`src/flash_pe_pkg.sv`:
```
// package: register map, field positions, keys and types of the program/erase controller
package flash_pe_pkg;

	// register byte offsets
	localparam logic [7:0] OFF_PROGRAM_UNLOCK_KEY = 8'h04;
	localparam logic [7:0] OFF_OPTION_UNLOCK_KEY  = 8'h08;
	localparam logic [7:0] OFF_OPERATION_STATUS   = 8'h0c;
	localparam logic [7:0] OFF_OPERATION_CONTROL  = 8'h10;
	localparam logic [7:0] OFF_OPTION_CONTROL     = 8'h14;

	// unlock keys
	localparam logic [31:0] FIRST_UNLOCK_KEY  = 32'h45670123;
	localparam logic [31:0] SECOND_UNLOCK_KEY = 32'hcdef89ab;
	localparam logic [31:0] FIRST_OPTION_KEY  = 32'h08192a3b;
	localparam logic [31:0] SECOND_OPTION_KEY = 32'h4c5d6e7f;

	// reset values
	localparam logic [31:0] CONTROL_RESET = 32'h80000000;
	localparam logic [31:0] OPTION_RESET  = 32'h0fffaaed;

	// status bit positions
	localparam int SR_BUSY = 16;
	localparam int SR_SEQ  = 7;
	localparam int SR_PAR  = 6;
	localparam int SR_ALN  = 5;
	localparam int SR_WRP  = 4;
	localparam int SR_OPE  = 1;
	localparam int SR_DONE = 0;

	// control bit positions
	localparam int CR_LOCK   = 31;
	localparam int CR_ERR_EN = 25;
	localparam int CR_DONEIE = 24;
	localparam int CR_START  = 16;
	localparam int CR_SIZE   = 8;
	localparam int CR_SECTOR = 3;
	localparam int CR_ALL    = 2;
	localparam int CR_SECT   = 1;
	localparam int CR_PROG   = 0;

	// option control bit positions and writable mask
	localparam int OPT_WRP       = 16;
	localparam int OPT_READ_PROT = 8;
	localparam int OPT_BOR       = 2;
	localparam int OPT_START     = 1;
	localparam int OPT_LOCK      = 0;
	localparam logic [31:0] OPT_FIELD_MASK = 32'h0fffffec;

	// read protect and brown-out codes
	localparam logic [7:0] PROT_LEVEL0 = 8'haa;
	localparam logic [7:0] PROT_LEVEL2 = 8'hcc;
	localparam logic [1:0] BOR_OFF    = 2'h3;
	localparam logic [3:0] LAST_SECTOR = 4'hb;

	// program sizes
	typedef enum logic [1:0] {
		SIZE_BYTE = 2'h0,
		SIZE_HALF = 2'h1,
		SIZE_WORD = 2'h2,
		SIZE_DBL  = 2'h3
	} program_size_field_t;

	// register bus request from the processor
	typedef struct packed {
		logic        wr;
		logic        rd;
		logic [7:0]  addr;
		logic [31:0] wdata;
	} reg_req_t;

	// processor write into the flash array
	typedef struct packed {
		logic        wr;
		logic [1:0]  size;
		logic [23:0] addr;
	} mem_wr_t;

	// command to the flash array
	typedef struct packed {
		logic        erase_sector;
		logic        erase_all;
		logic        erase_option;
		logic        program_word;
		logic        program_option;
		logic [3:0]  sector;
		logic [31:0] option_data;
	} array_cmd_t;

endpackage

```
`src/flash_program_erase_control.sv`:
```
// program/erase controller: keys, locks, status, control and option registers
module flash_program_erase_control
	import flash_pe_pkg::*;
#(
	parameter int SECTORS = 12
) (
	// clock and reset
	input  wire logic        CLK_SYS_IN,
	input  wire logic        SYS_RST_IN,
	// register port
	input  wire reg_req_t    REG_REQ_IN,
	output logic [31:0]      REG_RDATA_OUT,
	// processor writes into the flash array
	input  wire mem_wr_t     MEM_WR_IN,
	input  wire logic [3:0]  MEM_SECTOR_IN,
	// flash array side
	input  wire logic [31:0] STORED_OPTION_IN,
	input  wire logic        STORED_OPTION_VALID_IN,
	input  wire logic        ARRAY_DONE_IN,
	output array_cmd_t       ARRAY_CMD_OUT,
	// decoded options
	output logic [1:0]       READ_PROTECT_LEVEL_OUT,
	output logic             BROWNOUT_OFF_OUT,
	// interrupt
	output logic             FLASH_IRQ_OUT
);

	// only the twelve-sector layout is served
	if (SECTORS != 12) begin : g_bad_sectors
		$error("sector count must be 12");
	end

	typedef enum logic [5:0] {
		PH_LOAD   = 6'b000001,
		PH_IDLE   = 6'b000010,
		PH_ERASE  = 6'b000100,
		PH_PROG   = 6'b001000,
		PH_OERASE = 6'b010000,
		PH_OPROG  = 6'b100000
	} phase_t;

	typedef struct packed {
		phase_t      phase;
		logic [31:0] status;
		logic [31:0] control;
		logic [31:0] option;
		array_cmd_t  cmd;
		logic [31:0] rdata;
		logic        got_op;
	} state_t;

	state_t state_reg;
	state_t state_next;

	logic ctl_locked;
	logic opt_locked;
	logic ctl_key_wr;
	logic opt_key_wr;
	logic ctl_relock;
	logic opt_relock;
	logic ctl_wr;
	logic opt_wr;

	// bytes per program size code
	function automatic logic [3:0] size_bytes(input logic [1:0] code);
		case (code)
			SIZE_BYTE: size_bytes = 4'h1;
			SIZE_HALF: size_bytes = 4'h2;
			SIZE_WORD: size_bytes = 4'h4;
			default:   size_bytes = 4'h8;
		endcase
	endfunction

	// sector is protected when its unprotect bit is zero
	function automatic logic sector_protected(input logic [31:0] opt, input logic [3:0] sec);
		logic [11:0] wrp;
		wrp = opt[OPT_WRP +: 12];
		if (sec > LAST_SECTOR) begin
			sector_protected = 1'b1;
		end else begin
			sector_protected = ~wrp[sec];
		end
	endfunction

	// register write strobes
	assign ctl_key_wr = REG_REQ_IN.wr && REG_REQ_IN.addr == OFF_PROGRAM_UNLOCK_KEY;
	assign opt_key_wr = REG_REQ_IN.wr && REG_REQ_IN.addr == OFF_OPTION_UNLOCK_KEY;
	assign ctl_wr     = REG_REQ_IN.wr && REG_REQ_IN.addr == OFF_OPERATION_CONTROL;
	assign opt_wr     = REG_REQ_IN.wr && REG_REQ_IN.addr == OFF_OPTION_CONTROL;
	assign ctl_relock = ctl_wr && REG_REQ_IN.wdata[CR_LOCK];
	assign opt_relock = opt_wr && REG_REQ_IN.wdata[OPT_LOCK];

	unlock_tracker #(
		.FIRST_KEY  (FIRST_UNLOCK_KEY),
		.SECOND_KEY (SECOND_UNLOCK_KEY)
	) ctl_unlock (
		.clk_in     (CLK_SYS_IN),
		.rst_in     (SYS_RST_IN),
		.key_wr_in  (ctl_key_wr),
		.key_in     (REG_REQ_IN.wdata),
		.relock_in  (ctl_relock),
		.locked_out (ctl_locked)
	);

	unlock_tracker #(
		.FIRST_KEY  (FIRST_OPTION_KEY),
		.SECOND_KEY (SECOND_OPTION_KEY)
	) opt_unlock (
		.clk_in     (CLK_SYS_IN),
		.rst_in     (SYS_RST_IN),
		.key_wr_in  (opt_key_wr),
		.key_in     (REG_REQ_IN.wdata),
		.relock_in  (opt_relock),
		.locked_out (opt_locked)
	);

	// next-state logic for registers and the operation sequencer
	always_comb begin
		logic        busy;
		logic        seq_err;
		logic        par_err;
		logic        aln_err;
		logic        wrp_err;
		logic        any_err;
		logic        finish;
		logic [4:0]  end_byte;
		logic [31:0] clr;
		state_next = state_reg;
		busy       = state_reg.phase != PH_IDLE && state_reg.phase != PH_LOAD;
		seq_err    = 1'b0;
		par_err    = 1'b0;
		aln_err    = 1'b0;
		wrp_err    = 1'b0;
		any_err    = 1'b0;
		finish     = 1'b0;
		clr        = 32'h0;
		// end address of the write within a 16-byte row
		end_byte   = {1'b0, MEM_WR_IN.addr[3:0]} + {1'b0, size_bytes(MEM_WR_IN.size)};
		state_next.cmd.erase_sector   = 1'b0;
		state_next.cmd.erase_all      = 1'b0;
		state_next.cmd.erase_option   = 1'b0;
		state_next.cmd.program_word   = 1'b0;
		state_next.cmd.program_option = 1'b0;

		// option fields loaded once the stored bytes are valid
		if (state_reg.phase == PH_LOAD && STORED_OPTION_VALID_IN) begin
			state_next.option = (STORED_OPTION_IN & OPT_FIELD_MASK) | 32'h00000001;
			state_next.phase  = PH_IDLE;
		end

		// status write one to clear
		if (REG_REQ_IN.wr && REG_REQ_IN.addr == OFF_OPERATION_STATUS) begin
			clr = REG_REQ_IN.wdata & 32'h000000f3;
		end

		// control writes only while unlocked and idle
		if (ctl_wr && !ctl_locked && !busy) begin
			state_next.control[CR_ERR_EN] = REG_REQ_IN.wdata[CR_ERR_EN];
			state_next.control[CR_DONEIE] = REG_REQ_IN.wdata[CR_DONEIE];
			state_next.control[CR_SIZE +: 2] = REG_REQ_IN.wdata[CR_SIZE +: 2];
			state_next.control[CR_SECTOR +: 4] = REG_REQ_IN.wdata[CR_SECTOR +: 4];
			state_next.control[2:0] = REG_REQ_IN.wdata[2:0];
			if (REG_REQ_IN.wdata[CR_START]) begin
				state_next.control[CR_START] = 1'b1;
			end
		end
		state_next.control[CR_LOCK] = ctl_locked;

		// option writes only while unlocked and idle
		if (opt_wr && !opt_locked && !busy) begin
			// sector unprotect, read protect, user, brownout fields
			state_next.option = (REG_REQ_IN.wdata & OPT_FIELD_MASK) | (state_reg.option & ~OPT_FIELD_MASK);
			if (REG_REQ_IN.wdata[OPT_START]) begin
				state_next.option[OPT_START] = 1'b1;
			end
		end
		state_next.option[OPT_LOCK] = opt_locked;

		case (state_reg.phase)
			PH_IDLE: begin
				if (state_reg.control[CR_START]) begin
					if (state_reg.control[CR_ALL]) begin
						wrp_err = |(~state_reg.option[OPT_WRP +: 12]);
					end else if (state_reg.control[CR_SECT]) begin
						wrp_err = sector_protected(state_reg.option, state_reg.control[CR_SECTOR +: 4]);
					end else begin
						seq_err = 1'b1;
					end
					if (wrp_err || seq_err) begin
						state_next.control[CR_START] = 1'b0;
					end else begin
						state_next.cmd.erase_all    = state_reg.control[CR_ALL];
						state_next.cmd.erase_sector = ~state_reg.control[CR_ALL];
						state_next.cmd.sector       = state_reg.control[CR_SECTOR +: 4];
						state_next.phase            = PH_ERASE;
					end
				end else if (state_reg.option[OPT_START]) begin
					state_next.cmd.erase_option = 1'b1;
					state_next.phase            = PH_OERASE;
				end else if (MEM_WR_IN.wr) begin
					seq_err = ctl_locked || !state_reg.control[CR_PROG] ||
						state_reg.control[CR_ALL] || state_reg.control[CR_SECT];
					par_err = MEM_WR_IN.size != state_reg.control[CR_SIZE +: 2];
					aln_err = end_byte > 5'h10;
					wrp_err = sector_protected(state_reg.option, MEM_SECTOR_IN);
					if (!(seq_err || par_err || aln_err || wrp_err)) begin
						state_next.cmd.program_word = 1'b1;
						state_next.cmd.sector       = MEM_SECTOR_IN;
						state_next.phase            = PH_PROG;
					end
				end
			end
			PH_ERASE, PH_PROG: begin
				if (ARRAY_DONE_IN) begin
					finish                       = 1'b1;
					state_next.control[CR_START] = 1'b0;
					state_next.phase             = PH_IDLE;
				end
			end
			// erase configuration sector then program options
			PH_OERASE: begin
				if (ARRAY_DONE_IN) begin
					state_next.cmd.program_option = 1'b1;
					state_next.cmd.option_data    = state_reg.option & OPT_FIELD_MASK;
					state_next.phase              = PH_OPROG;
				end
			end
			PH_OPROG: begin
				if (ARRAY_DONE_IN) begin
					finish                        = 1'b1;
					state_next.option[OPT_START]  = 1'b0;
					state_next.phase              = PH_IDLE;
				end
			end
			PH_LOAD: begin
			end
			default: begin
				state_next.phase = PH_IDLE;
			end
		endcase

		// error flags: set wins over clear
		any_err = seq_err || par_err || aln_err || wrp_err;
		state_next.status[SR_SEQ] = seq_err || (state_reg.status[SR_SEQ] && !clr[SR_SEQ]);
		state_next.status[SR_PAR] = par_err || (state_reg.status[SR_PAR] && !clr[SR_PAR]);
		state_next.status[SR_ALN] = aln_err || (state_reg.status[SR_ALN] && !clr[SR_ALN]);
		state_next.status[SR_WRP] = wrp_err || (state_reg.status[SR_WRP] && !clr[SR_WRP]);
		// operation error gated by error enable
		state_next.status[SR_OPE] = (any_err && state_reg.control[CR_ERR_EN]) ||
			(state_reg.status[SR_OPE] && !clr[SR_OPE]);
		// done flag gated by done enable
		state_next.status[SR_DONE] = (finish && state_reg.control[CR_DONEIE]) ||
			(state_reg.status[SR_DONE] && !clr[SR_DONE]);
		state_next.status[SR_BUSY] = state_next.phase != PH_IDLE && state_next.phase != PH_LOAD;

		// registered read data
		state_next.rdata = 32'h0;
		if (REG_REQ_IN.rd) begin
			case (REG_REQ_IN.addr)
				OFF_OPERATION_STATUS:  state_next.rdata = state_reg.status;
				OFF_OPERATION_CONTROL: state_next.rdata = {ctl_locked, state_reg.control[30:0]};
				OFF_OPTION_CONTROL:    state_next.rdata = {state_reg.option[31:1], opt_locked};
				default:               state_next.rdata = 32'h0;
			endcase
		end
	end

	always_ff @(posedge CLK_SYS_IN) begin
		if (SYS_RST_IN) begin
			state_reg         <= '0;
			state_reg.phase   <= PH_LOAD;
			state_reg.control <= CONTROL_RESET;
			state_reg.option  <= OPTION_RESET;
		end else begin
			state_reg <= state_next;
		end
	end

	// outputs
	assign REG_RDATA_OUT = state_reg.rdata;
	assign ARRAY_CMD_OUT = state_reg.cmd;

	always_comb begin
		case (state_reg.option[OPT_READ_PROT +: 8])
			PROT_LEVEL0: READ_PROTECT_LEVEL_OUT = 2'h0;
			PROT_LEVEL2: READ_PROTECT_LEVEL_OUT = 2'h2;
			default:    READ_PROTECT_LEVEL_OUT = 2'h1;
		endcase
	end

	assign BROWNOUT_OFF_OUT = state_reg.option[OPT_BOR +: 2] == BOR_OFF;

	// enabled error or done raises interrupt
	assign FLASH_IRQ_OUT = (state_reg.status[SR_OPE] && state_reg.control[CR_ERR_EN]) ||
		(state_reg.status[SR_DONE] && state_reg.control[CR_DONEIE]);

endmodule

```
`src/unlock_tracker.sv`:
```
// key-pair detector with refusal until reset after a wrong key
module unlock_tracker
	import flash_pe_pkg::*;
#(
	parameter logic [31:0] FIRST_KEY  = 32'h0,
	parameter logic [31:0] SECOND_KEY = 32'h0
) (
	// clock and reset
	input  wire logic        clk_in,
	input  wire logic        rst_in,
	// key writes
	input  wire logic        key_wr_in,
	input  wire logic [31:0] key_in,
	// lock request from software, lock state
	input  wire logic        relock_in,
	output logic             locked_out
);

	typedef struct packed {
		logic got_first;
		logic blocked;
		logic locked;
	} state_t;

	state_t state_reg;
	state_t state_next;

	// a wrong key write between the two keys breaks the pair
	// refusal until reset
	always_comb begin
		state_next = state_reg;
		if (key_wr_in && !state_reg.blocked && state_reg.locked) begin
			if (!state_reg.got_first && key_in == FIRST_KEY) begin
				state_next.got_first = 1'b1;
			end else if (state_reg.got_first && key_in == SECOND_KEY) begin
				state_next.got_first = 1'b0;
				state_next.locked    = 1'b0;
			end else begin
				state_next.got_first = 1'b0;
				state_next.blocked   = 1'b1;
			end
		end else if (key_wr_in) begin
			state_next.got_first = 1'b0;
			if (!state_reg.locked) begin
				state_next.blocked = 1'b1;
				state_next.locked  = 1'b1;
			end
		end
		if (relock_in) begin
			state_next.locked    = 1'b1;
			state_next.got_first = 1'b0;
		end
	end

	always_ff @(posedge clk_in) begin
		if (rst_in) begin
			state_reg <= '{got_first: 1'b0, blocked: 1'b0, locked: 1'b1};
		end else begin
			state_reg <= state_next;
		end
	end

	assign locked_out = state_reg.locked;

endmodule
```
`config.mk`:
```
export PLATFORM = sky130hd
export DESIGN_NAME = flash_program_erase_control
export DESIGN_NICKNAME = d
export VERILOG_FILES = /design/src/flash_pe_pkg.sv /design/src/flash_program_erase_control.sv /design/src/unlock_tracker.sv
export SDC_FILE = /design/constraint.sdc
export NUM_CORES = 1
export LEC_CHECK = 0
export BUFFER_PORTS_ARGS = -buffer_cell sky130_fd_sc_hd__buf_2
export CORE_ASPECT_RATIO = 0.7
export CORE_UTILIZATION = 52
export CTS_BUF_LIST = sky130_fd_sc_hd__clkbuf_16
export DETAILED_ROUTE_END_ITERATION = 6
export PLACE_DENSITY_LB_ADDON = 0.3
export SLEW_MARGIN = 0
export SYNTH_ARGS = -nofsm -noshare
export SYNTH_HDL_FRONTEND = slang
export SYNTH_SLANG_ARGS = --single-unit
export TNS_END_PERCENT = 10
```
`constraint.sdc`:
```
create_clock -name CLK_SYS_IN -period 3.6 [get_ports CLK_SYS_IN]
set_input_delay 0.36 -clock CLK_SYS_IN [delete_from_list [all_inputs] [get_ports CLK_SYS_IN]]
set_output_delay 0.36 -clock CLK_SYS_IN [all_outputs]
set_load 0.1 [all_outputs]
```
# Word-level counts from Yosys, hierarchy flattened
# Index checks and enable logic that the tools add are counted.
# word_totals
ff_bits	129
input_bits	109
out_inout_bits	77
wordCells	237
# op_classes
n_addsub	1
n_lt_le_gt_ge	5
eq_ne	36
muxes	81
bitwise_logic	10
reduce_logical	84
# op_table
cell	n
$pmux W32 S3	1
$eq A32 B31 Y1 const B	2
$mux W32	2
$mux W1	50
$mux W6	8
$eq A32 B28 Y1 const B	1
$eq A32 B32 Y1 const B	1
$logic_and A1 B1 Y1	32
$or A28 B32 Y32	1
$pmux W6 S4	1
$mux W4	5
$ne A2 B2 Y1 const B	10
$logic_or A1 B1 Y1	17
$eq A8 B4 Y1 const B	2
$eq A8 B5 Y1 const B	2
$eq A8 B8 Y1 const B	2
$logic_not A1 Y1	14
$mux W3	4
$ne A6 B1 Y1 const B	2
$ne A6 B2 Y1 const B	2
$not A12 Y12	1
$pmux W4 S3	1
$reduce_or A12 Y1	1
$lt A4 B5 Y1 const B	2
other kinds (30)	53

# Logic depth before layout (Yosys ltp)
# Gate-level depths: netlist of the first run.
# logic_depth
word_depth	16
mapped_depth	11

# Cells and area by module
# From an unflattened synthesis of the first run, not the netlist that was laid out.
# unflattened
hier_cells	783
hier_area_um2	6449.9
# by_module_without_submodules
module	instances	cells_each	area_each_um2	seq_area_each_um2
flash_program_erase_control	1	719	5908.2	2302.2
unlock_tracker (opt_unlock)	1	32	275.3	60.1
unlock_tracker (ctl_unlock)	1	32	266.5	60.1

# Worst setup path before layout of the first run
# OpenSTA, ideal clock, no wires.
# synth_timing
kind	input port to flip-flop
startpoint	input port MEM_WR_IN[24] (netlist bit)
endpoint	register state_reg (netlist bit ARRAY_CMD_OUT[32])
setup_time_ns	0.060
arrival_ns	2.634
slack_ns	0.906
stages	11
path_cell_list	nor2_1 ha_1 inv_1 fa_1 or4b_1 a211oi_1 a221oi_1 or3_1 buf_6 a211oi_2 a41o_1
# synth_via
elab_chain_len	8
# synth_rtl
item	line	source
from (decl)	flash_program_erase_control.sv:14	input wire mem_wr_t MEM_WR_IN,
$eq A2 B2 Y1 (tied with other cells)	flash_program_erase_control.sv:66	case (code)
$pmux W4 S3	flash_program_erase_control.sv:66	
$add A4 B4 Y5	flash_program_erase_control.sv:138	end_byte = {1'b0, MEM_WR_IN.addr[3:0]} + {1'b0, size_bytes(MEM_WR_IN.size)};
$gt A5 B5 Y1	flash_program_erase_control.sv:204	aln_err = end_byte > 5'h10;
$logic_or A1 B1 Y1 (*) (2 in series)	flash_program_erase_control.sv:206	if (!(seq_err || par_err || aln_err || wrp_err)) begin
$ne A2 B2 Y1 (no line) (*)	--	
$reduce_and A5 Y1 (no line) (*)	--	
to (signal assigned)	flash_program_erase_control.sv:275	state_reg <= state_next;
to (decl)	flash_program_erase_control.sv:52	state_t state_reg;
# Mark *: on every way between the ends. The rest lies on a longest branch, timed or not.
# A chain may end at the register's enable or synchronous reset.

# Final worst setup path of the first run
# layout_timing
startpoint	register state_reg[173] (netlist bit)
endpoint	register state_reg[81] (netlist bit)
# layout_via
elab_chain_len	5
# layout_rtl
item	line	source
$ne A6 B2 Y1 / $ne A6 B1 Y1 (equally long branches)	flash_program_erase_control.sv:129	busy = state_reg.phase != PH_IDLE && state_reg.phase != PH_LOAD;
$logic_and A1 B1 Y1	flash_program_erase_control.sv:129	
$logic_not A1 Y1	flash_program_erase_control.sv:170	if (opt_wr && !opt_locked && !busy) begin
$logic_and A1 B1 Y1	flash_program_erase_control.sv:170	
$mux W32 / $reduce_bool A2 Y1 (equally long branches)	--	
# Several ways; a longest one is shown, not always the timed one.

==> flow_metrics.env, run 1 <==
export IMPL_status="completed"
export IMPL_fp_dieArea_sq_um=12400
export IMPL_dpl_hpwl_um=13700
export IMPL_cts_made_buffers=17
export IMPL_path_clk_slew_ns=0.06
export IMPL_root_buffer="clkbuf_16"
export IMPL_worst_slack_ns=0.897
export IMPL_fin_crit_sh=0.751
export IMPL_setup_viol=0
export IMPL_final_area_sq_um=7110
export IMPL_grtUsageMet1=0.439
export IMPL_cp_required_ns=3.87
export IMPL_syn_area_sq_um=6210
export IMPL_gp_congestion=0.898
export IMPL_drt_iter0_markers=544
export IMPL_fmax_mhz=370
export IMPL_synth_edf_count=0
export IMPL_grt_pass1_wl_um=28500
export IMPL_drc=0
export IMPL_drive_gt1_frac=0.237
export IMPL_globalRoute_busiestLayer="met2"
export IMPL_grt_use_met3=0.0645
export IMPL_via_per_inst=5.79
export IMPL_post_drt_wl_per_cell_um=18.5
export IMPL_holdWs_ns=0.187
export IMPL_timing_slew_headroom=0.245
export IMPL_antenna_left=0
export IMPL_layout_common_cells="buf_2 (151), nand2_1 (148), dfxtp_1 (121)"
export IMPL_grt_pass1_vias=5296
export IMPL_nFillCells=953
export IMPL_grt_max_degree=64
export IMPL_dpl_cell_area_sq_um=6490
export IMPL_hold_path_class="primary input to flop"
export IMPL_crit_type="flop to flop"
export IMPL_multi_input_area_sq_um=3010
export IMPL_seq_area_sq_um=2420
export IMPL_r2r_end="state_reg[81]"
export IMPL_cts_tree="yes"
export IMPL_grt_overflow_total=0
export IMPL_synth_ff_type="dfxtp_1"
export IMPL_grt_use_met2=0.444
export IMPL_reg2regPathDepth=6
export IMPL_drv_cap=0
export IMPL_rrSetupSlack_ns=0.90
export IMPL_rows=32
export IMPL_synthArstFlopShare=0
export IMPL_avgSynthCellArea_sq_um=8.12
export IMPL_initial_core_util=0.548
export IMPL_p_leak_nw=3.14
export IMPL_yosysWarnings=0
export IMPL_finalHoldViolations=0
export IMPL_critPathCaptureType="flop"
export IMPL_worst_slew_pin_slew_ns=1.13
export IMPL_io_buffers=151
export IMPL_nets=946
export IMPL_syn_instance_count=765
export IMPL_rsz0062_at_grt="false"
export IMPL_ys_ff_latch=121
export IMPL_yosysSeqAreaShare=0.390
export IMPL_die_h_um=93.4
export IMPL_syn_to_final_growth_pct=14.4
export IMPL_via_count=5785
export IMPL_coreArea_sq_um=11300
export IMPL_grt_antenna_before_repair=0
export IMPL_htree_levels=4
export IMPL_die_width_um=133
export IMPL_critPathLaunchType="flop"
export IMPL_skew_ns=0.0108
export IMPL_clk_path_buf_depth=2
export IMPL_clock_sinks=121
export IMPL_routed_wl_um=18500
export IMPL_preCtsSetupSlack_ns=0.518
export IMPL_slew_violations=0
export IMPL_regToRegStartpoint="state_reg[173]"
export IMPL_cts_repair_timing_setup_buffer_count=0
export IMPL_final_common_cell="buf_2"
export IMPL_cp_arrival_ns=2.98
export IMPL_crit_fanout=35
export IMPL_cts_hold_buf=0
export IMPL_io_pins=186
export IMPL_synth_cell_types=65
export IMPL_ir_worst_vdd_v=0.000368
export IMPL_fin_setup_tns_ns=0
export IMPL_cp_endpoint="state_reg[81]"
export IMPL_worst_skew_pair_late_latency_ns=0.41
export IMPL_detail_route_first_pass_iterations=5
export IMPL_grt_usage=0.299
export IMPL_crit_start="state_reg[173]"
export IMPL_p_per_area_nw_per_um2=498
export IMPL_largest_reg_flops=51
export IMPL_cts_resized_gates=0
export IMPL_period_needed_ns=2.70
worst max-delay path, stage by stage (launching register included):
cell and delay [ns]:
dfxtp_1 0.44, nor4_4 0.44, nand3_1 0.18, or3_1 0.83, buf_4 0.41, o21ai_0 0.18, nand2_1 0.08
area by class of cell:
type	count	share of cell area
diodes	1	0.000352
multi-input cells	519	0.424
well taps	153	0.0269
flip-flops and latches	121	0.341
inverters	15	0.00792
repair buffers	158	0.114
clock inverters	15	0.0268
clock buffers	17	0.0598
cell usage after synthesis, types with 5 or more instances:
| library cell | number | area share |
|---|---|---|
| nor2b_1 | 11 | 0.011 |
| inv_1 | 15 | 0.0091 |
| dfxtp_1 | 121 | 0.39 |
| a21oi_1 | 39 | 0.031 |
| o21ai_0 | 33 | 0.027 |
| or3_1 | 6 | 0.0060 |
| buf_4 | 73 | 0.088 |
| nor3_1 | 13 | 0.010 |
| clkbuf_1 | 30 | 0.018 |
| nand3_1 | 26 | 0.021 |
| a22oi_1 | 5 | 0.0060 |
| and2_1 | 23 | 0.023 |
| nor4_1 | 9 | 0.0091 |
| nand4_1 | 12 | 0.012 |
| mux2i_1 | 29 | 0.047 |
| buf_2 | 10 | 0.0081 |
| nand2_1 | 148 | 0.089 |
| nor4b_1 | 5 | 0.0070 |
| nor2_1 | 52 | 0.031 |
| o21ai_1 | 7 | 0.0056 |
| a222oi_1 | 5 | 0.0081 |
routing by layer:
metal  wire, um  up-vias
met5          0        -
met3       1630       19
li1           -     2712
met2       7810      322
met1       8910     2732
met4        162        0
how the worst min path moves through the flow:
stage                      startpoint           endpoint  cells past startpoint  slack [ns]
3_3_place_gp        ARRAY_CMD_OUT[25]  ARRAY_CMD_OUT[25]                      2        0.44
5_1_grt        STORED_OPTION_VALID_IN     state_reg[170]                      2        0.20
6_report       STORED_OPTION_VALID_IN     state_reg[170]                      2        0.19
2_1_floorplan       ARRAY_CMD_OUT[10]  ARRAY_CMD_OUT[10]                      2        0.44
3_5_place_dp        ARRAY_CMD_OUT[13]  ARRAY_CMD_OUT[13]                      2        0.45
4_1_cts        STORED_OPTION_VALID_IN     state_reg[170]                      2        0.18
where the power goes:
group,total (mW),leakage [nW],switching (mW),internal [mW]
registers,1.41,0.980,0.0445,1.37
clock network,1.77,0.301,0.670,1.10
logic,0.359,1.86,0.242,0.117
total,3.54,3.14,0.956,2.59
stage by stage:
step | cells | util | power, mW
after floorplan | 772 | - | 1.66
after global placement | 966 | 0.573 | 1.77
after detailed placement | 966 | 0.573 | 1.78
after CTS | 998 | 0.627 | 3.54
after global routing | 998 | 0.627 | 3.65
final | 999 | 0.627 | 3.54
cells by family after synthesis:
logic type	Yosys count	synth area share
simple gates	342	0.275
buf+inv	132	0.130
compound gates	127	0.131
flops	121	0.390
mux	31	0.0540
xor+xnor	6	0.00846
fa+ha+maj	5	0.0113
other cells	1	0.000604
No activity file was read; power rests on OpenSTA's default activity.
==> inputs of run 2 (changes only) <==
- ABC_AREA: unset -> 1
- clock period: 3.6 -> 2.6 ns (I/O delays scaled with it)
==> run 2 against run 1 <==
Against the previous run:
- the flow now finishes with violations (DRC)
- clock-buffer cell count unchanged
- worst hold slack got worse by 0.14 ns
- setup slack got worse by 0.34 ns
- sequential share of layout area decreased by 0.17 points
- cell area increased by 0.49%
- cell count increased by 14%
- area after synthesis increased by 0.91%
- via count increased by 4.9%
- core utilization decreased by 1.8 points
- wire length decreased by 0.53%
- highest routed layer unchanged
==> flow_metrics.env, run 2 <==
export IMPL_drive_gt1_frac=0.216
export IMPL_p_sw_frac=0.276
export IMPL_yosysTopAreaCellShare=0.386
export IMPL_avgSynthCellArea_sq_um=7.04
export IMPL_synth_edf_count=0
export IMPL_antenna_cells=0
export IMPL_io_buffers=151
export IMPL_grt_overflow_total=0
export IMPL_cts_made_buffers=17
export IMPL_clk_path_buf_depth=2
export IMPL_ir_worst_vdd_v=0.000547
export IMPL_netSwitchingPower_mw=1.26
export IMPL_grt_pass1_wl_um=28400
export IMPL_rows=33
export IMPL_p_leak_nw=3.49
export IMPL_drt_iter0_markers=693
export IMPL_yosysTopAreaCell="dfxtp_1"
export IMPL_synth_ff_type="dfxtp_1"
export IMPL_fmax_mhz=490
export IMPL_via_per_inst=5.33
export IMPL_period_needed_ns=2.04
export IMPL_coreArea_sq_um=11700
export IMPL_skew_ns=0.00771
export IMPL_pwr_share_clk=0.462
export IMPL_finalHoldViolations=0
export IMPL_cts_tree="yes"
export IMPL_dpl_hpwl_um=13600
export IMPL_violations="DRC"
export IMPL_yosysWarnings=0
export IMPL_p_per_area_nw_per_um2=641
export IMPL_path_clk_slew_ns=0.06
export IMPL_slew_violations=0
export IMPL_cp_slowest_stage_delay_ns=0.49
export IMPL_cp_arrival_ns=2.38
export IMPL_routed_wl_um=18400
export IMPL_fp_dieArea_sq_um=12500
export IMPL_cts_repair_timing_setup_buffer_count=0
export IMPL_initial_core_util=0.535
export IMPL_regToRegStartpoint="state_reg[175]"
export IMPL_final_common_cell="nand2_1"
export IMPL_cts_hold_buf=0
export IMPL_worst_slew_pin_slew_ns=0.622
export IMPL_hp_start="ARRAY_DONE_IN"
export IMPL_detail_route_first_pass_iterations=7
export IMPL_combPwrFrac=0.111
export IMPL_rrSetupSlack_ns=0.56
export IMPL_power_frac_seq=0.426
export IMPL_cts_resized_gates=0
export IMPL_synthArstFlopShare=0
export IMPL_hold_path_class="primary input to flop"
export IMPL_rsz0062_at_grt="false"
export IMPL_worstHoldPathCells=2
export IMPL_htree_levels=4
export IMPL_synth_top_cells_by_count="nand2_1 (167), dfxtp_1 (121), inv_1 (98), a21oi_1 (82), nor2_1 (75)"
export IMPL_holdWs_ns=0.0503
export IMPL_fin_crit_sh=0.785
export IMPL_clock_sinks=121
export IMPL_worst_skew_pair_late_latency_ns=0.42
export IMPL_layout_common_cells="nand2_1 (167), buf_2 (151), dfxtp_1 (121)"
export IMPL_largest_reg_flops=51
export IMPL_grt_antenna_before_repair=0
export IMPL_crit_fanout=13
export IMPL_nets=1084
export IMPL_yosysMostFrequentCell="nand2_1"
export IMPL_reg2regPathDepth=11
export IMPL_yosysSeqAreaShare=0.386
export IMPL_grt_usage=0.303
export IMPL_io_pins=186
export IMPL_grt_pass1_vias=5229
export IMPL_gp_congestion=0.949
export IMPL_crit_type="flop to flop"
export IMPL_status="finished, violations left"
export IMPL_drv_cap=0
export IMPL_grt_max_degree=52
export IMPL_placedCellCount=1108
export IMPL_root_buffer="clkbuf_16"
export IMPL_fin_setup_tns_ns=0
export IMPL_cp_required_ns=2.94
export IMPL_drc=2
export IMPL_die_width_um=133
export IMPL_syn_area_sq_um=6270
export IMPL_p_int_mw=3.32
export IMPL_syn_instance_count=890
export IMPL_setup_viol=0
export IMPL_layoutNonFillerInstCount=1139
export IMPL_syn_to_final_growth_pct=14.0
export IMPL_dpl_cell_area_sq_um=6620
export IMPL_die_h_um=93.9
export IMPL_antenna_left=0
export IMPL_synth_area_leaders="dfxtp_1 (39%), nand2_1 (10%), buf_4 (8.9%)"
export IMPL_final_area_sq_um=7140
export IMPL_critPathLaunchType="flop"
export IMPL_post_drt_wl_per_cell_um=16.2
export IMPL_synth_cell_types=37
export IMPL_hold_end="state_reg[75]"
export IMPL_critPathCaptureType="flop"
export IMPL_via_count=6071
export IMPL_r2r_end="state_reg[93]"
export IMPL_path_cells="inv_1 -> nand2_1 -> inv_1 -> nand4_1 -> nand2_1 -> inv_1 -> nor3_4 -> nor2_1 -> buf_4 -> nand2_1 -> o211ai_1"
export IMPL_ys_ff_latch=121
export IMPL_timing_slew_headroom=0.584
export IMPL_crit_slowest_cell="nor2_1"
[run 2: changes by cell type after synthesis, moves of 19 or more]
cell and delta:
nor2_1 +23, nand3_1 +33, a21oi_1 +43, and2_1 -23, inv_1 +83, mux2i_1 -29
o21ai_0 +26, o211ai_1 +22, nand2_1 +19
[run 2: power groups by stage]
| stage | Clock (mW) | Sequential, mW | Combinational [mW] |
|---|---|---|---|
| 2_1_floorplan | 0 | 1.96 | 0.350 |
| 3_3_place_gp | 0 | 1.99 | 0.495 |
| 3_5_place_dp | 0 | 1.99 | 0.500 |
| 4_1_cts | 2.12 | 1.95 | 0.502 |
| 5_1_grt | 2.21 | 1.95 | 0.557 |
| 6_report | 2.12 | 1.95 | 0.510 |
[run 2: cells by family after synthesis]
group	after synthesis	synth area share
flip-flops	121	0.386
buffers and inverters	211	0.175
AND/OR/NAND/NOR	371	0.268
adder cells (fa/ha/maj)	5	0.0112
other	1	0.000598
AO/OA/AOI/OAI	179	0.156
XOR/XNOR	2	0.00279
[run 2: metal layers]
metal  GRT usage  vias up  share of wire
met1       0.449     2720           0.47
met3      0.0982       19           0.12
met4      0.0805        0          0.012
li1            -     3011              -
met2       0.412      321           0.40
met5           0        -              0
[run 2: cell type report]
| type | instances | area [sq um] |
|---|---|---|
| fillers | 1096 | 4580 |
| clock buffers | 17 | 425 |
| flip-flops and latches | 121 | 2420 |
| inverters | 103 | 387 |
| multi-input cells | 565 | 2780 |
| repair buffers | 162 | 838 |
| clock inverters | 14 | 95.1 |
| well taps | 157 | 196 |
[run 2: worst max-delay path by stage]
stage	from	to	slack (ns)	cells after the start
6_report	state_reg[175]	state_reg[93]	0.56	11
3_5_place_dp	MEM_WR_IN[24]	ARRAY_CMD_OUT[34]	0.27	14
5_1_grt	state_reg[175]	state_reg[94]	0.31	11
4_1_cts	state_reg[84]	READ_PROTECT_LEVEL_OUT[1]	0.59	5
2_1_floorplan	state_reg[84]	READ_PROTECT_LEVEL_OUT[1]	0.38	4
3_3_place_gp	MEM_WR_IN[24]	ARRAY_CMD_OUT[35]	0.29	14
[run 2: critical path, delay by kind of cell, from the launching register on]
family / cells / cell delay [ns]
simple gates: 6 / 0.95
buf+inv: 4 / 0.54
flops: 1 / 0.35
compound gates: 1 / 0.10
[run 2: metrics by stage]
step	utilization	total power, mW	setup slack [ns]
after floorplan	-	2.31	0.376
after global placement	0.565	2.48	0.290
after detailed placement	0.565	2.49	0.271
after CTS	0.609	4.57	0.593
after global routing	0.609	4.72	0.307
final	0.609	4.58	0.560
==> inputs of run 3 (changes only) <==
- clock period: 2.6 -> 2.1 ns (I/O delays scaled with it)
==> run 3 against run 2 <==
Against the previous run:
- the flow still finishes with violations (DRC)
- first-iteration DRC count is 14% lower
- clock power is 28% higher
- combinational power is 27% higher
- non-clock buffer count is 14 higher
- core utilization is 1.2 points higher
- die area stayed put
- global-route usage is 0.45 points higher
- wire length is 1.3% higher
- setup slack worse by 0.42 ns
- via count is 1.8% higher
- sequential share of layout area is 0.66 points lower
==> flow_metrics.env, run 3 (same netlist as run 2, synthesis figures left out) <==
export IMPL_cts_tree="yes"
export IMPL_p_per_area_nw_per_um2=792
export IMPL_coreArea_sq_um=11700
export IMPL_holdWs_ns=0.0578
export IMPL_gp_congestion=0.962
export IMPL_critPathLaunchType="flop"
export IMPL_grt_pass1_vias=5369
export IMPL_path_clk_slew_ns=0.06
export IMPL_die_width_um=133
export IMPL_worst_skew_pair_late_latency_ns=0.42
export IMPL_slew_violations=0
export IMPL_fin_crit_sh=0.934
export IMPL_crit_fanout=4
export IMPL_violations="DRC"
export IMPL_clk_path_buf_depth=2
export IMPL_dpl_hpwl_um=14100
export IMPL_routed_wl_um=18700
export IMPL_worst_slack_ns=0.139
export IMPL_io_pins=186
export IMPL_initial_core_util=0.535
export IMPL_rsz0062_at_grt="false"
export IMPL_period_needed_ns=1.96
export IMPL_cp_arrival_ns=1.75
export IMPL_preCtsSetupSlack_ns=-0.118
export IMPL_clock_sinks=121
export IMPL_fmax_mhz=510
export IMPL_root_buffer="clkbuf_16"
export IMPL_grt_overflow_total=0
export IMPL_setup_viol=0
export IMPL_syn_to_final_growth_pct=16.2
export IMPL_crit_type="flop to output pin"
export IMPL_drive_gt1_frac=0.227
export IMPL_grt_usage=0.307
export IMPL_drv_cap=0
export IMPL_cp_required_ns=1.89
export IMPL_finalHoldViolations=0
export IMPL_cts_made_buffers=17
export IMPL_antenna_left=0
export IMPL_drt_iter0_markers=596
export IMPL_io_buffers=151
export IMPL_htree_levels=4
export IMPL_layout_common_cells="nand2_1 (167), buf_2 (151), dfxtp_1 (121)"
export IMPL_fin_setup_tns_ns=0
export IMPL_p_leak_nw=3.57
export IMPL_worst_slew_pin_slew_ns=0.566
export IMPL_fp_dieArea_sq_um=12500
export IMPL_drc=2
export IMPL_timing_slew_headroom=0.619
export IMPL_via_per_inst=5.36
export IMPL_grt_pass1_wl_um=28800
export IMPL_via_count=6183
export IMPL_nets=1098
export IMPL_rows=33
export IMPL_largest_reg_flops=51
export IMPL_cts_resized_gates=0
export IMPL_rrSetupSlack_ns=0.22
export IMPL_die_h_um=93.9
export IMPL_post_drt_wl_per_cell_um=16.2
export IMPL_hold_path_class="primary input to flop"
export IMPL_status="finished, violations left"
export IMPL_detail_route_first_pass_iterations=7
export IMPL_grt_max_degree=43
export IMPL_final_common_cell="nand2_1"
export IMPL_antenna_cells=0
export IMPL_skew_ns=0.00700
export IMPL_grt_antenna_before_repair=0
export IMPL_critPathCaptureType="output pin"
export IMPL_ir_worst_vdd_v=0.000633
## run 3: report_power, final
group | internal (mW) | switching [mW]
logic | 0.193 | 0.454
clock network | 1.70 | 1.01
registers | 2.35 | 0.0717
## run 3: final cells by class
class | instances | area [sq um]
Clock buffer | 17 | 425
Clock inverter | 14 | 115
Fill cell | 1122 | 4440
Inverter | 103 | 387
Multi-Input combinational cell | 565 | 2780
Sequential cell | 121 | 2420
Tap cell | 157 | 196
Timing Repair Buffer | 176 | 958
## run 3: per-layer routing
metal / up-vias / wire (um) / GRT usage
met3: 31 / 2470 / 0.0863
met1: 2728 / 8490 / 0.454
met4: 0 / 327 / 0.0985
li1: 3039 / - / -
met2: 385 / 7370 / 0.423
met5: - / 0 / 0
## run 3: repair_timing
| item | in CTS | in global routing |
|---|---|---|
| hold endpoints to repair | 1 | 0 |
| hold buffers | 1 | 0 |
| setup buffers | 0 | 0 |
## run 3: final timing paths
| path | start | to | cells past startpoint |
|---|---|---|---|
| worst max-delay path | state_reg[84] | READ_PROTECT_LEVEL_OUT[1] | 5 |
| worst min-delay path | REG_REQ_IN[17] | state_reg[91] | 3 |
| worst min register to register | opt_unlock.state_reg[1] | opt_unlock.state_reg[1] | 2 |
| worst max register to register | state_reg[173] | state_reg[115] | 7 |
## run 3: metrics by stage
step	util	instances	cell area [sq um]	total power, mW
6_report	0.621	1153	7290	5.77
5_1_grt	0.621	1153	7290	5.98
4_1_cts	0.621	1153	7290	5.77
3_5_place_dp	0.574	1121	6740	3.09
3_3_place_gp	0.574	1121	6740	3.09
2_1_floorplan	-	897	6300	2.86
## run 3: worst max-delay path, cell delays in order (launching register included)
cell     delay [ns]
dfxtp_1        0.33
inv_1          0.09
nor4_1         0.32
inv_1          0.09
nor2_2         0.08
buf_2          0.42
